$ cat config.mk
export PLATFORM = sky130hd
export DESIGN_NAME = ausc_mode_ctrl
export DESIGN_NICKNAME = d
export VERILOG_FILES = /design/src/verilog/ausc_pkg.sv /design/src/verilog/ausc_divider.sv /design/src/verilog/ausc_mode_ctrl.sv
export SDC_FILE = /design/constraint.sdc
export NUM_CORES = 1
export LEC_CHECK = 0
export ABC_AREA = 1
export BUFFER_PORTS_ARGS = -buffer_cell sky130_fd_sc_hd__buf_2
export CORE_MARGIN = 2
export CORE_UTILIZATION = 38
export DETAILED_ROUTE_END_ITERATION = 8
export SYNTH_ARGS = -nofsm -noshare
export SYNTH_HDL_FRONTEND = slang
export SYNTH_SLANG_ARGS = --single-unit
$ cat constraint.sdc
create_clock -name clock -period 2.6 [get_ports clock]
set_input_delay 0.52 -clock clock [delete_from_list [all_inputs] [get_ports clock]]
set_output_delay 0.52 -clock clock [all_outputs]
set_load 0.01 [all_outputs]
$ cat src/verilog/ausc_pkg.sv
package ausc_pkg;

  // APB geometry
  localparam int unsigned ADDR_W = 12;
  localparam int unsigned DATA_W = 32;

  // Register byte offsets
  localparam logic [ADDR_W-1:0] OFF_CTRL = 12'h000;
  localparam logic [ADDR_W-1:0] OFF_MODE = 12'h004;
  localparam logic [ADDR_W-1:0] OFF_STATUS = 12'h008;
  localparam logic [ADDR_W-1:0] OFF_MASK = 12'h00c;
  localparam logic [ADDR_W-1:0] OFF_RXDATA = 12'h010;
  localparam logic [ADDR_W-1:0] OFF_TXLEFT = 12'h014;
  localparam logic [ADDR_W-1:0] OFF_TXRIGHT = 12'h018;

  // Control register layout
  localparam int unsigned CTRL_EN_BIT = 0;
  localparam logic [DATA_W-1:0] CTRL_MASK = 32'h0000_0001;

  // Mode register layout
  localparam int unsigned FIELD_W = 6;
  localparam int unsigned MODE_RATIO_LSB = 24;
  localparam int unsigned MODE_DIV_LSB = 16;
  localparam int unsigned MODE_GEN_BIT = 30;
  localparam int unsigned MODE_REPEAT_BIT = 14;
  localparam int unsigned MODE_DMA_BIT = 13;
  localparam int unsigned MODE_MONO_BIT = 12;
  localparam int unsigned MODE_LOOP_BIT = 10;
  localparam logic [DATA_W-1:0] MODE_RESET = 32'h0000_0000;
  // Divider bits are stored but never read back
  localparam logic [DATA_W-1:0] MODE_WRITE_MASK = 32'hff3f_77dd;
  localparam logic [DATA_W-1:0] MODE_READ_MASK = 32'hff00_77dd;

  // Event bits of status and mask registers
  localparam int unsigned EVT_W = 3;
  localparam int unsigned EVT_UNDERRUN = 0;
  localparam int unsigned EVT_RXRDY = 1;
  localparam int unsigned EVT_OVERRUN = 2;
  localparam logic [EVT_W-1:0] EVT_RESET = 3'h0;

  // Frame: two slots of sixteen bits, MSB first
  localparam int unsigned SAMPLE_W = 16;
  localparam int unsigned BIT_IDX_W = 5;
  localparam logic [BIT_IDX_W-1:0] LEFT_LAST = 5'h0f;
  localparam logic [BIT_IDX_W-1:0] RIGHT_LAST = 5'h1f;
  localparam logic [SAMPLE_W-1:0] ZERO_SAMPLE = 16'h0000;
  localparam int unsigned FRAME_SHIFT = 5;

endpackage : ausc_pkg

$ cat src/verilog/ausc_divider.sv
`timescale 1ns/1ns

// Free counter that wraps after limit+1 clocks; clear parks it on its last step,
// so the first period after a start begins at once with no dummy clock
module ausc_divider (
  // Clock and reset
  input wire logic clock,
  input wire logic rstn,
  // Control
  input wire logic clear,
  input wire logic [5:0] limit,
  // Timing
  output logic tick,
  output logic high
);

  // Position inside the period
  logic [5:0] cnt_reg;
  logic [5:0] cnt_next;
  // Half period, rounded down, so an odd ratio is slightly low-heavy
  logic [6:0] half;

  assign tick = (cnt_reg == limit);
  assign half = ({1'b0, limit} + 7'h01) >> 1;
  assign high = ({1'b0, cnt_reg} < half);
  assign cnt_next = clear ? limit : (tick ? 6'h00 : cnt_reg + 6'h01);

  // Counter
  always_ff @(posedge clock or negedge rstn) begin
    if (!rstn) begin
      cnt_reg <= 6'h00;
    end else begin
      cnt_reg <= cnt_next;
    end
  end

endmodule : ausc_divider

$ cat src/verilog/ausc_mode_ctrl.sv
// Implementation choices: the APB slave port and the register addresses.
`timescale 1ns/1ns

// How it works
// Master clock equals sample rate times ratio/divider
// Ratio field bits 29:24, ratio 32*(v+1)
// Master clock is clock divided by divider+1
// Divider field reads back as zero
// Software never writes divider zero
// Underrun sends zero or repeats previous sample
// One or per-channel transmit DMA requests
// Mono copies left sample onto right
// Loopback routes data out to data in
// Master clock output only when generation enabled
// Software changes mode only while stopped
module ausc_mode_ctrl
  import ausc_pkg::*;
(
  // Clock and reset
  input wire logic clock,
  input wire logic rstn,
  // APB slave
  input wire logic psel,
  input wire logic penable,
  input wire logic pwrite,
  input wire logic [ADDR_W-1:0] paddr,
  input wire logic [DATA_W-1:0] pwdata,
  output logic [DATA_W-1:0] prdata,
  output logic pready,
  output logic pslverr,
  // Serial link
  output logic master_clock_out,
  output logic serial_clock_out,
  output logic word_select,
  output logic serial_data_out,
  input wire logic serial_data_in,
  // DMA requests and interrupt
  output logic tx_dma_req0,
  output logic tx_dma_req1,
  output logic irq
);

  // Register state
  logic [DATA_W-1:0] ctrl_reg;
  logic [DATA_W-1:0] audio_mode_config_reg;
  logic [EVT_W-1:0] status_reg;
  logic [EVT_W-1:0] mask_reg;
  logic [SAMPLE_W-1:0] rx_data_reg;
  // Transmit holding words and their fill flags
  logic [SAMPLE_W-1:0] tx_left_reg;
  logic [SAMPLE_W-1:0] tx_right_reg;
  logic tx_left_v_reg;
  logic tx_right_v_reg;
  // Last samples sent, kept for the repeat policy
  logic [SAMPLE_W-1:0] prev_left_reg;
  logic [SAMPLE_W-1:0] prev_right_reg;
  // Frame engine
  logic [BIT_IDX_W-1:0] bit_idx_reg;
  logic [SAMPLE_W-1:0] tx_shift_reg;
  logic [SAMPLE_W-1:0] rx_shift_reg;
  // Low until the first boundary, which closes no received slot
  logic rx_live_reg;
  // Bus answer flops
  logic [DATA_W-1:0] prdata_reg;
  logic pready_reg;
  logic pslverr_reg;
  // Pin flops
  logic mclk_reg;
  logic sck_reg;
  logic ws_reg;
  logic sdo_reg;
  logic req0_reg;
  logic req1_reg;
  logic irq_reg;

  // Mode fields
  logic en;
  logic [5:0] mclk_to_fs_ratio_sel;
  logic [5:0] mclk_divider;
  logic mclk_generate_en;
  logic underrun_repeat_sel;
  logic tx_dma_per_channel;
  logic tx_mono_sel;
  logic internal_loopback_sel;
  assign en = ctrl_reg[CTRL_EN_BIT];
  assign mclk_to_fs_ratio_sel = audio_mode_config_reg[MODE_RATIO_LSB +: FIELD_W];
  assign mclk_divider = audio_mode_config_reg[MODE_DIV_LSB +: FIELD_W];
  assign mclk_generate_en = audio_mode_config_reg[MODE_GEN_BIT];
  assign underrun_repeat_sel = audio_mode_config_reg[MODE_REPEAT_BIT];
  assign tx_dma_per_channel = audio_mode_config_reg[MODE_DMA_BIT];
  assign tx_mono_sel = audio_mode_config_reg[MODE_MONO_BIT];
  assign internal_loopback_sel = audio_mode_config_reg[MODE_LOOP_BIT];

  // Bus decode: setup cycle prepares the answer, access cycle commits
  logic setup;
  logic acc_wr;
  logic acc_rd;
  logic hit_any;
  logic wr_ctrl;
  logic wr_mode;
  logic wr_status;
  logic wr_mask;
  logic wr_left;
  logic wr_right;
  logic rd_rx;
  logic [DATA_W-1:0] rd_mux;
  assign setup = psel && !penable;
  assign acc_wr = psel && penable && pready_reg && pwrite;
  assign acc_rd = psel && penable && pready_reg && !pwrite;
  assign hit_any = (paddr == OFF_CTRL) || (paddr == OFF_MODE) || (paddr == OFF_STATUS)
    || (paddr == OFF_MASK) || (paddr == OFF_RXDATA) || (paddr == OFF_TXLEFT)
    || (paddr == OFF_TXRIGHT);
  assign wr_ctrl = acc_wr && (paddr == OFF_CTRL);
  assign wr_mode = acc_wr && (paddr == OFF_MODE);
  assign wr_status = acc_wr && (paddr == OFF_STATUS);
  assign wr_mask = acc_wr && (paddr == OFF_MASK);
  assign wr_left = acc_wr && (paddr == OFF_TXLEFT);
  assign wr_right = acc_wr && (paddr == OFF_TXRIGHT);
  assign rd_rx = acc_rd && (paddr == OFF_RXDATA);
  // divider hidden on read
  assign rd_mux = (paddr == OFF_CTRL) ? ctrl_reg :
    (paddr == OFF_MODE) ? (audio_mode_config_reg & MODE_READ_MASK) :
    (paddr == OFF_STATUS) ? {{(DATA_W-EVT_W){1'b0}}, status_reg} :
    (paddr == OFF_MASK) ? {{(DATA_W-EVT_W){1'b0}}, mask_reg} :
    (paddr == OFF_RXDATA) ? {{(DATA_W-SAMPLE_W){1'b0}}, rx_data_reg} :
    (paddr == OFF_TXLEFT) ? {{(DATA_W-SAMPLE_W){1'b0}}, tx_left_reg} :
    (paddr == OFF_TXRIGHT) ? {{(DATA_W-SAMPLE_W){1'b0}}, tx_right_reg} : '0;

  // Timing sources; both park on their last step while the controller is off
  logic mclk_tick;
  logic mclk_high;
  logic bit_tick;
  logic bit_high;
  // divide by divider plus one
  ausc_divider u_mclk_div (
    .clock(clock),
    .rstn(rstn),
    .clear(!en),
    .limit(mclk_divider),
    .tick(mclk_tick),
    .high(mclk_high)
  );
  // bit period is ratio plus one clocks, 32 bits a frame
  ausc_divider u_bit_div (
    .clock(clock),
    .rstn(rstn),
    .clear(!en),
    .limit(mclk_to_fs_ratio_sel),
    .tick(bit_tick),
    .high(bit_high)
  );

  // Slot boundaries
  logic load_left;
  logic load_right;
  logic slot_end;
  logic rx_bit;
  logic [SAMPLE_W-1:0] rx_word;
  assign load_left = en && bit_tick && (bit_idx_reg == RIGHT_LAST);
  assign load_right = en && bit_tick && (bit_idx_reg == LEFT_LAST);
  assign slot_end = load_left || load_right;
  // loopback mux on the receive path
  assign rx_bit = internal_loopback_sel ? sdo_reg : serial_data_in;
  assign rx_word = {rx_shift_reg[SAMPLE_W-2:0], rx_bit};

  // underrun policy picks zero or previous sample
  logic [SAMPLE_W-1:0] left_pick;
  logic [SAMPLE_W-1:0] right_pick;
  logic under_left;
  logic under_right;
  assign under_left = load_left && !tx_left_v_reg;
  assign under_right = load_right && !tx_mono_sel && !tx_right_v_reg;
  assign left_pick = tx_left_v_reg ? tx_left_reg :
    (underrun_repeat_sel ? prev_left_reg : ZERO_SAMPLE);
  // mono repeats the left sample just sent
  assign right_pick = tx_mono_sel ? prev_left_reg : tx_right_v_reg ? tx_right_reg :
    (underrun_repeat_sel ? prev_right_reg : ZERO_SAMPLE);

  // Next shift word and events
  logic [SAMPLE_W-1:0] shift_next;
  logic [EVT_W-1:0] evt;
  logic [EVT_W-1:0] status_next;
  assign shift_next = load_left ? left_pick : load_right ? right_pick :
    {tx_shift_reg[SAMPLE_W-2:0], 1'b0};
  assign evt[EVT_UNDERRUN] = under_left || under_right;
  assign evt[EVT_RXRDY] = slot_end && rx_live_reg;
  assign evt[EVT_OVERRUN] = slot_end && rx_live_reg && status_reg[EVT_RXRDY];
  // Write one to clear; a new event in the same cycle wins
  assign status_next = (status_reg & ~(wr_status ? pwdata[EVT_W-1:0] : '0)) | evt;

  // request lines by DMA mode
  logic req0_next;
  logic req1_next;
  assign req0_next = en && (tx_dma_per_channel ? !tx_left_v_reg :
    (!tx_left_v_reg || (!tx_mono_sel && !tx_right_v_reg)));
  assign req1_next = en && tx_dma_per_channel && !tx_mono_sel && !tx_right_v_reg;

  // Bus answer: zero wait states, error on unmapped offsets
  always_ff @(posedge clock or negedge rstn) begin
    if (!rstn) begin
      prdata_reg <= '0;
      pready_reg <= 1'b0;
      pslverr_reg <= 1'b0;
    end else begin
      prdata_reg <= (setup && !pwrite) ? rd_mux : '0;
      pready_reg <= setup;
      pslverr_reg <= setup && !hit_any;
    end
  end

  // Software registers; R11 mode is trusted to change only while stopped
  always_ff @(posedge clock or negedge rstn) begin
    if (!rstn) begin
      ctrl_reg <= '0;
      audio_mode_config_reg <= MODE_RESET;
      mask_reg <= EVT_RESET;
      status_reg <= EVT_RESET;
    end else begin
      if (wr_ctrl) begin
        ctrl_reg <= pwdata & CTRL_MASK;
      end
      // divider zero is not guarded here
      if (wr_mode) begin
        audio_mode_config_reg <= pwdata & MODE_WRITE_MASK;
      end
      if (wr_mask) begin
        mask_reg <= pwdata[EVT_W-1:0];
      end
      status_reg <= status_next;
    end
  end

  // Transmit holding words; a write sets the flag even as a slot consumes
  always_ff @(posedge clock or negedge rstn) begin
    if (!rstn) begin
      tx_left_reg <= ZERO_SAMPLE;
      tx_right_reg <= ZERO_SAMPLE;
      tx_left_v_reg <= 1'b0;
      tx_right_v_reg <= 1'b0;
    end else begin
      if (wr_left) begin
        tx_left_reg <= pwdata[SAMPLE_W-1:0];
      end
      if (wr_right) begin
        tx_right_reg <= pwdata[SAMPLE_W-1:0];
      end
      tx_left_v_reg <= wr_left || (tx_left_v_reg && !load_left);
      tx_right_v_reg <= wr_right || (tx_right_v_reg && !(load_right && !tx_mono_sel));
    end
  end

  // Frame engine: shift on every bit tick, reload at slot ends
  always_ff @(posedge clock or negedge rstn) begin
    if (!rstn) begin
      bit_idx_reg <= RIGHT_LAST;
      tx_shift_reg <= ZERO_SAMPLE;
      rx_shift_reg <= ZERO_SAMPLE;
      rx_data_reg <= ZERO_SAMPLE;
      prev_left_reg <= ZERO_SAMPLE;
      prev_right_reg <= ZERO_SAMPLE;
      rx_live_reg <= 1'b0;
    end else if (!en) begin
      // Stopped: next start begins with the left slot
      bit_idx_reg <= RIGHT_LAST;
      rx_live_reg <= 1'b0;
    end else if (bit_tick) begin
      bit_idx_reg <= bit_idx_reg + 5'h01;
      tx_shift_reg <= shift_next;
      rx_shift_reg <= rx_word;
      rx_live_reg <= 1'b1;
      if (slot_end && rx_live_reg) begin
        rx_data_reg <= rx_word;
      end
      if (load_left) begin
        prev_left_reg <= left_pick;
      end
      if (load_right) begin
        prev_right_reg <= right_pick;
      end
    end
  end

  // Pins and request lines, all from flops
  always_ff @(posedge clock or negedge rstn) begin
    if (!rstn) begin
      mclk_reg <= 1'b0;
      sck_reg <= 1'b0;
      ws_reg <= 1'b0;
      sdo_reg <= 1'b0;
      req0_reg <= 1'b0;
      req1_reg <= 1'b0;
      irq_reg <= 1'b0;
    end else begin
      // master clock only in generate mode
      mclk_reg <= en && mclk_generate_en && mclk_high;
      // Rises one clock into each bit at ratio 1 or more (stays low at ratio 0), so the far side samples settled data
      sck_reg <= en && bit_high;
      if (!en) begin
        // Stopped: the link rests low
        ws_reg <= 1'b0;
        sdo_reg <= 1'b0;
      end else if (bit_tick) begin
        ws_reg <= load_right || (!load_left && ws_reg);
        sdo_reg <= shift_next[SAMPLE_W-1];
      end
      req0_reg <= req0_next;
      req1_reg <= req1_next;
      irq_reg <= |(status_next & mask_reg);
    end
  end

  assign prdata = prdata_reg;
  assign pready = pready_reg;
  assign pslverr = pslverr_reg;
  assign master_clock_out = mclk_reg;
  assign serial_clock_out = sck_reg;
  assign word_select = ws_reg;
  assign serial_data_out = sdo_reg;
  assign tx_dma_req0 = req0_reg;
  assign tx_dma_req1 = req1_reg;
  assign irq = irq_reg;

  // Checking helpers: cycles between master ticks and between frame starts
  logic [6:0] mclk_gap;
  logic mclk_seen;
  logic [11:0] fs_gap;
  logic fs_seen;
  logic ws_prev;
  always_ff @(posedge clock or negedge rstn) begin
    if (!rstn) begin
      mclk_gap <= 7'h00;
      mclk_seen <= 1'b0;
      fs_gap <= 12'h000;
      fs_seen <= 1'b0;
      ws_prev <= 1'b0;
    end else begin
      ws_prev <= ws_reg;
      mclk_gap <= mclk_tick ? 7'h01 : mclk_gap + 7'h01;
      mclk_seen <= en && (mclk_seen || mclk_tick);
      fs_gap <= (ws_reg && !ws_prev) ? 12'h001 : fs_gap + 12'h001;
      fs_seen <= en && (fs_seen || (ws_reg && !ws_prev));
    end
  end
endmodule : ausc_mode_ctrl

==> results of run 1 <==
==> cells in the mapped netlist, drive strengths merged <==
master | instances | area [µm²]
nor3 | 16 | 80.1
clkinv | 9 | 33.8
a22oi | 30 | 225
a31oi | 1 | 6.26
o221ai | 1 | 8.76
nand2 | 324 | 1220
a221oi | 3 | 26.3
nand3 | 56 | 285
a21oi | 25 | 125
nand4 | 3 | 18.8
ha | 17 | 213
clkbuf | 37 | 139
o22ai | 7 | 43.8
conb | 1 | 3.75
o21bai | 1 | 7.51
o21a | 2 | 15.0
dfstp | 5 | 131
o2111ai | 1 | 8.76
nor4 | 2 | 12.5
mux2 | 15 | 169
o21ai | 152 | 764
xnor2 | 4 | 35.0
xor2 | 12 | 105
o22a | 1 | 8.76
inv | 100 | 375
o211ai | 27 | 203
dfrtp | 191 | 4780
a211oi | 3 | 22.5
nor2 | 33 | 168
nand3b | 1 | 7.51
buf | 23 | 169
==> final cells by class <==
| type | count | area, µm² |
|---|---|---|
| repair buffers | 114 | 702 |
| flip-flops and latches | 196 | 4910 |
| multi-input cells | 745 | 3810 |
| clock inverters | 13 | 150 |
| well taps | 324 | 405 |
| inverters | 109 | 409 |
| clock buffers | 19 | 443 |
| fillers | 2386 | 13500 |
==> final timing paths <==
path,depth (start not counted),slack [ns],endpoint,start
max,10,0.34,prev_right_reg[8]$_DFFE_PN0P_,audio_mode_config_reg[28]$_DFFE_PN0P_
min,1,0.08,prdata[31]$_DFF_PN0_,rstn
max reg2reg,10,0.34,prev_right_reg[8]$_DFFE_PN0P_,audio_mode_config_reg[28]$_DFFE_PN0P_
min reg2reg,2,0.48,prev_right_reg[5]$_DFFE_PN0P_,prev_right_reg[5]$_DFFE_PN0P_
max in group asynchronous,2,1.76,bit_idx_reg[4]$_DFFE_PN1P_,rstn
min in group clock,2,0.28,pready$_DFF_PN0_,penable
==> power breakdown <==
group          switching (mW)  internal [mW]
sequential              0.254           3.44
combinational           0.795          0.410
clock                    1.21           1.46
==> layer usage <==
layer / share of wire / track usage
met5: 0 / 0
met4: 0.020 / 0.0657
met2: 0.45 / 0.308
met3: 0.056 / 0.0354
met1: 0.48 / 0.287
==> metrics by stage <==
stage	cell area (µm²)	hold WS (ns)	power, mW	setup slack (ns)
finish	10800	0.0841	7.57	0.339
global route	10800	0.126	7.97	0.180
CTS	10800	0.110	7.63	0.334
detailed placement	10200	0.469	4.96	0.160
global placement	10200	0.462	4.92	0.234
floorplan	9440	0.224	4.48	0.647
==> worst max-delay path, delay by kind of cell (launching register included) <==
| kind | cells | cell delay [ns] |
|---|---|---|
| buf+inv | 2 | 0.42 |
| flops | 1 | 0.43 |
| simple gates | 8 | 1.27 |
==> logic make-up (layout without fill, tap and decap cells) <==
logic type | after synthesis | count (layout) | synth area share
AO/OA/AOI/OAI | 254 | 254 | 0.156
buffers and inverters | 169 | 255 | 0.0762
other | 1 | 8 | 0.000398
flip-flops | 196 | 196 | 0.522
AND/OR/NAND/NOR | 435 | 435 | 0.191
multiplexers | 15 | 15 | 0.0179
adder cells (fa/ha/maj) | 17 | 17 | 0.0226
XOR/XNOR | 16 | 16 | 0.0149
==> results.sh, run 1 <==
export IMPL_setup_viol=0
export IMPL_postCtsSetupBuffers=0
export IMPL_netlist_area_mm2=0.00941
export IMPL_syn_avg_cell_area_um2=8.53
export IMPL_grt_pass1_wl_mm=40.8
export IMPL_clock_skew_ns=0.00938
export IMPL_finalNonFillerCells=1520
export IMPL_powerDensity_mw_per_mm2=699
export IMPL_tightestPinTransition_ns=1.08
export IMPL_clkTransAtPathRegs_ns=0.08
export IMPL_vias=7831
export IMPL_clockRootBuffer="clkbuf_16"
export IMPL_min_period_over_period=0.870
export IMPL_synthCells=1103
export IMPL_antenna_cells=0
export IMPL_maxCapViolations=0
export IMPL_crit_path_frequent_cell="nand2_1"
export IMPL_cts_tree="built"
export IMPL_fin_nets=1250
export IMPL_worst_path_max_delay_cell="dfrtp_1"
export IMPL_cp_end_kind="flip-flop"
export IMPL_gp_congestion=0.846
export IMPL_antenna_found_initial=0
export IMPL_status="finished, final reports clean"
export IMPL_p_leak_nw=5.30
export IMPL_drt_wirelength_per_cell_um=16.7
export IMPL_postRouteAntennaNets=0
export IMPL_grt_pass1_vias=7570
export IMPL_design_core_area_mm2=0.0243
export IMPL_crit_chain="inv_2 -> nand2_1 -> nand2_1 -> nor2_1 -> nand3_2 -> nor2_4 -> nand2_1 -> buf_4 -> nand2_1 -> nand2_1"
export IMPL_gr_total_overflow=0
export IMPL_cts_repair_resized=0
export IMPL_startpoint_type="flip-flop"
export IMPL_grt_max_degree=70
export IMPL_vdd_ir_drop_worst_mv=0.395
export IMPL_port_buffers=80
export IMPL_dr_pass1_iters=5
export IMPL_via_per_inst=5.15
export IMPL_clock_path_buffers=2
export IMPL_drc=0
export IMPL_largest_reg_flops=26
export IMPL_final_setup_tns_ns=0
export IMPL_dieArea_mm2=0.0260
export IMPL_postRouteWirelength_mm=25.3
export IMPL_arrival_ns=2.59
export IMPL_dp_hpwl_mm=17.3
export IMPL_die_w_um=161
export IMPL_max_stage_delay_ns=0.43
export IMPL_rsz0062_at_grt="false"
export IMPL_hold_class="in2async"
export IMPL_syn_to_final_growth_pct=15.1
export IMPL_placed_cells=1488
export IMPL_ys_seq_elements=196
export IMPL_worst_skew_pair_late_latency_ns=0.44
export IMPL_clock_sinks=196
export IMPL_drt_iter0_markers=504
export IMPL_fin_util=0.445
export IMPL_required_ns=2.93
export IMPL_grtUsageTotal=0.200
export IMPL_fmax_mhz=442
export IMPL_slew_headroom=0.277
export IMPL_drive_gt1_frac=0.157
export IMPL_ctsHoldBuffers=0
export IMPL_final_cell_mix="nand2_1 (322), dfrtp_1 (191), o21ai_0 (93)"
export IMPL_num_rows=57
export IMPL_cts_buffers=17
export IMPL_yosys_warnings=0
export IMPL_crit_fanout=12
export IMPL_worstSetupPathType="reg2reg"
export IMPL_maxSlewViolCount=0
export IMPL_ios=91
export IMPL_fp_dieH_um=161
export IMPL_period_needed_ns=2.26
export IMPL_htree_levels=4
export IMPL_hold_viol=0
export IMPL_synth_seq_area_share=0.522
export IMPL_synth_cell_type_count=42
export IMPL_initial_core_util=0.387
export IMPL_mostFrequentLayoutCell="nand2_1"
(Power assumes the default switching activity.)
==> run 2: changes to the inputs <==
GPL_TIMING_DRIVEN = 0   (was not set)
==> run 2 against run 1 <==
- count of clock-buffer cells in the layout unchanged
- die area is the same
- critical path depth increased by 1
==> results.sh, run 2 (synthesis gave the netlist of run 1 again) <==
export IMPL_fmax_mhz=406
export IMPL_grtUsageTotal=0.211
export IMPL_vdd_ir_drop_worst_mv=0.406
export IMPL_fin_util=0.446
export IMPL_dr_pass1_iters=6
export IMPL_fp_dieH_um=161
export IMPL_initial_core_util=0.387
export IMPL_drive_gt1_frac=0.143
export IMPL_critical_path_top_delay_family="simple AND/OR/NAND/NOR gates"
export IMPL_hold_viol=0
export IMPL_drc=0
export IMPL_clock_sinks=196
export IMPL_via_per_inst=5.18
export IMPL_antenna_cells=0
export IMPL_maxCapViolations=0
export IMPL_clock_skew_ns=0.0110
export IMPL_syn_to_final_growth_pct=15.2
export IMPL_placed_cells=1515
export IMPL_cts_tree="built"
export IMPL_crit_path_frequent_cell="nand2_1"
export IMPL_cts_buffers=17
export IMPL_clock_path_buffers=2
export IMPL_setup_ws_ns=0.136
export IMPL_ios=91
export IMPL_seqCellArea_mm2=0.00491
export IMPL_power_mw=7.48
export IMPL_dieArea_mm2=0.0260
export IMPL_powerDensity_mw_per_mm2=690
export IMPL_dp_hpwl_mm=19.2
export IMPL_ctsHoldBuffers=0
export IMPL_cts_repair_resized=0
export IMPL_worst_path_max_delay_cell="nor2_1"
export IMPL_min_period_over_period=0.948
export IMPL_antenna_found_initial=0
export IMPL_final_setup_tns_ns=0
export IMPL_cp_end_kind="flip-flop"
export IMPL_gr_total_overflow=0
export IMPL_postRouteWirelength_mm=26.6
export IMPL_die_w_um=161
export IMPL_htree_levels=4
export IMPL_clkTransAtPathRegs_ns=0.07
export IMPL_internal_power_mw=5.29
export IMPL_grt_pass1_wl_mm=42.5
export IMPL_num_rows=57
export IMPL_fin_area_mm2=0.0108
export IMPL_p_switching_mw=2.19
export IMPL_drt_wirelength_per_cell_um=17.2
export IMPL_final_cell_mix="nand2_1 (321), dfrtp_1 (191), o21ai_0 (93)"
export IMPL_placed_cell_area_mm2=0.0103
export IMPL_max_stage_delay_ns=0.65
export IMPL_place_ws_ns=-0.119
export IMPL_vias=7993
export IMPL_grt_max_degree=109
export IMPL_seqPwrFrac=0.491
export IMPL_worstSetupPathType="in2reg"
export IMPL_status="finished, final reports clean"
export IMPL_crit_chain="buf_2 -> inv_1 -> nand2_1 -> nor2_1 -> nand2_1 -> nor2_1 -> nand2_1 -> nand2_1 -> nor2_1 -> nand2_1 -> a211oi_1"
export IMPL_tightestPinTransition_ns=0.827
export IMPL_grt_pass1_vias=7770
export IMPL_multi_input_area_mm2=0.00381
export IMPL_crit_buf_inv=2
export IMPL_required_ns=2.87
export IMPL_postCtsSetupBuffers=0
export IMPL_p_leak_nw=5.29
export IMPL_largest_reg_flops=26
export IMPL_period_needed_ns=2.46
export IMPL_finalNonFillerCells=1544
export IMPL_pwr_share_clk=0.341
export IMPL_drt_iter0_markers=693
export IMPL_port_buffers=80
export IMPL_postRouteAntennaNets=0
export IMPL_startpoint_type="primary input"
export IMPL_sw_frac_of_total=0.293
export IMPL_n_fill_cell=2392
export IMPL_rsz0062_at_grt="false"
export IMPL_pwr_share_comb=0.168
export IMPL_arrival_ns=2.73
export IMPL_slew_headroom=0.446
export IMPL_worst_skew_pair_late_latency_ns=0.44
export IMPL_clockRootBuffer="clkbuf_16"
export IMPL_crit_fanout=10
export IMPL_fin_nets=1277
export IMPL_setup_viol=0
export IMPL_design_core_area_mm2=0.0243
export IMPL_maxSlewViolCount=0
export IMPL_mostFrequentLayoutCell="nand2_1"
export IMPL_hold_class="in2async"
export IMPL_hold_slack_ns=0.100
export IMPL_gp_congestion=0.877
[run 2: path summary, 6_finish.rpt]
kind,start,to,slack (ns),cells after the start
max reg2reg,bit_idx_reg[0]$_DFFE_PN1P_,tx_shift_reg[11]$_DFFE_PN0P_,0.20,11
min in group clock,penable,pready$_DFF_PN0_,0.28,2
max,paddr[6],prdata[5]$_DFF_PN0_,0.14,11
min reg2reg,rx_shift_reg[14]$_DFFE_PN0P_,rx_data_reg[15]$_DFFE_PN0P_,0.48,2
min,rstn,prdata[31]$_DFF_PN0_,0.10,1
max in group asynchronous,rstn,ctrl_reg[0]$_DFFE_PN0P_,1.52,2
[run 2: area by class of cell]
type                    instances  area share
flip-flops and latches        196       0.453
repair buffers                 81      0.0404
plain buffers                  60      0.0285
clock buffers                  19      0.0409
clock inverters                10      0.0103
well taps                     324      0.0374
multi-input cells             745       0.352
inverters                     109      0.0377
[run 2: per-layer routing]
metal | vias to the layer above | wire [µm] | GRT usage
li1 | 3831 | - | -
met2 | 273 | 11600 | 0.313
met5 | - | 0 | 0
met1 | 3859 | 13000 | 0.315
met3 | 30 | 1630 | 0.0460
met4 | 0 | 384 | 0.0487
[run 2: worst reg2reg max path: stages (launching register included)]
cell      delay (ns)
dfstp_2         0.56
ha_1            0.17
inv_1           0.05
nor2_1          0.17
ha_1            0.29
inv_1           0.12
clkbuf_1        0.29
buf_2           0.30
nand3_1         0.11
nand3_1         0.09
o21ai_1         0.09
inv_1           0.05
[run 2: power by group through the flow]
stage / combinational [mW] / sequential, mW / clock, mW
floorplan: 0.822 / 3.66 / 0
global placement: 1.22 / 3.72 / 0
detailed placement: 1.25 / 3.73 / 0
CTS: 1.26 / 3.67 / 2.60
global route: 1.42 / 3.72 / 2.73
finish: 1.25 / 3.67 / 2.55
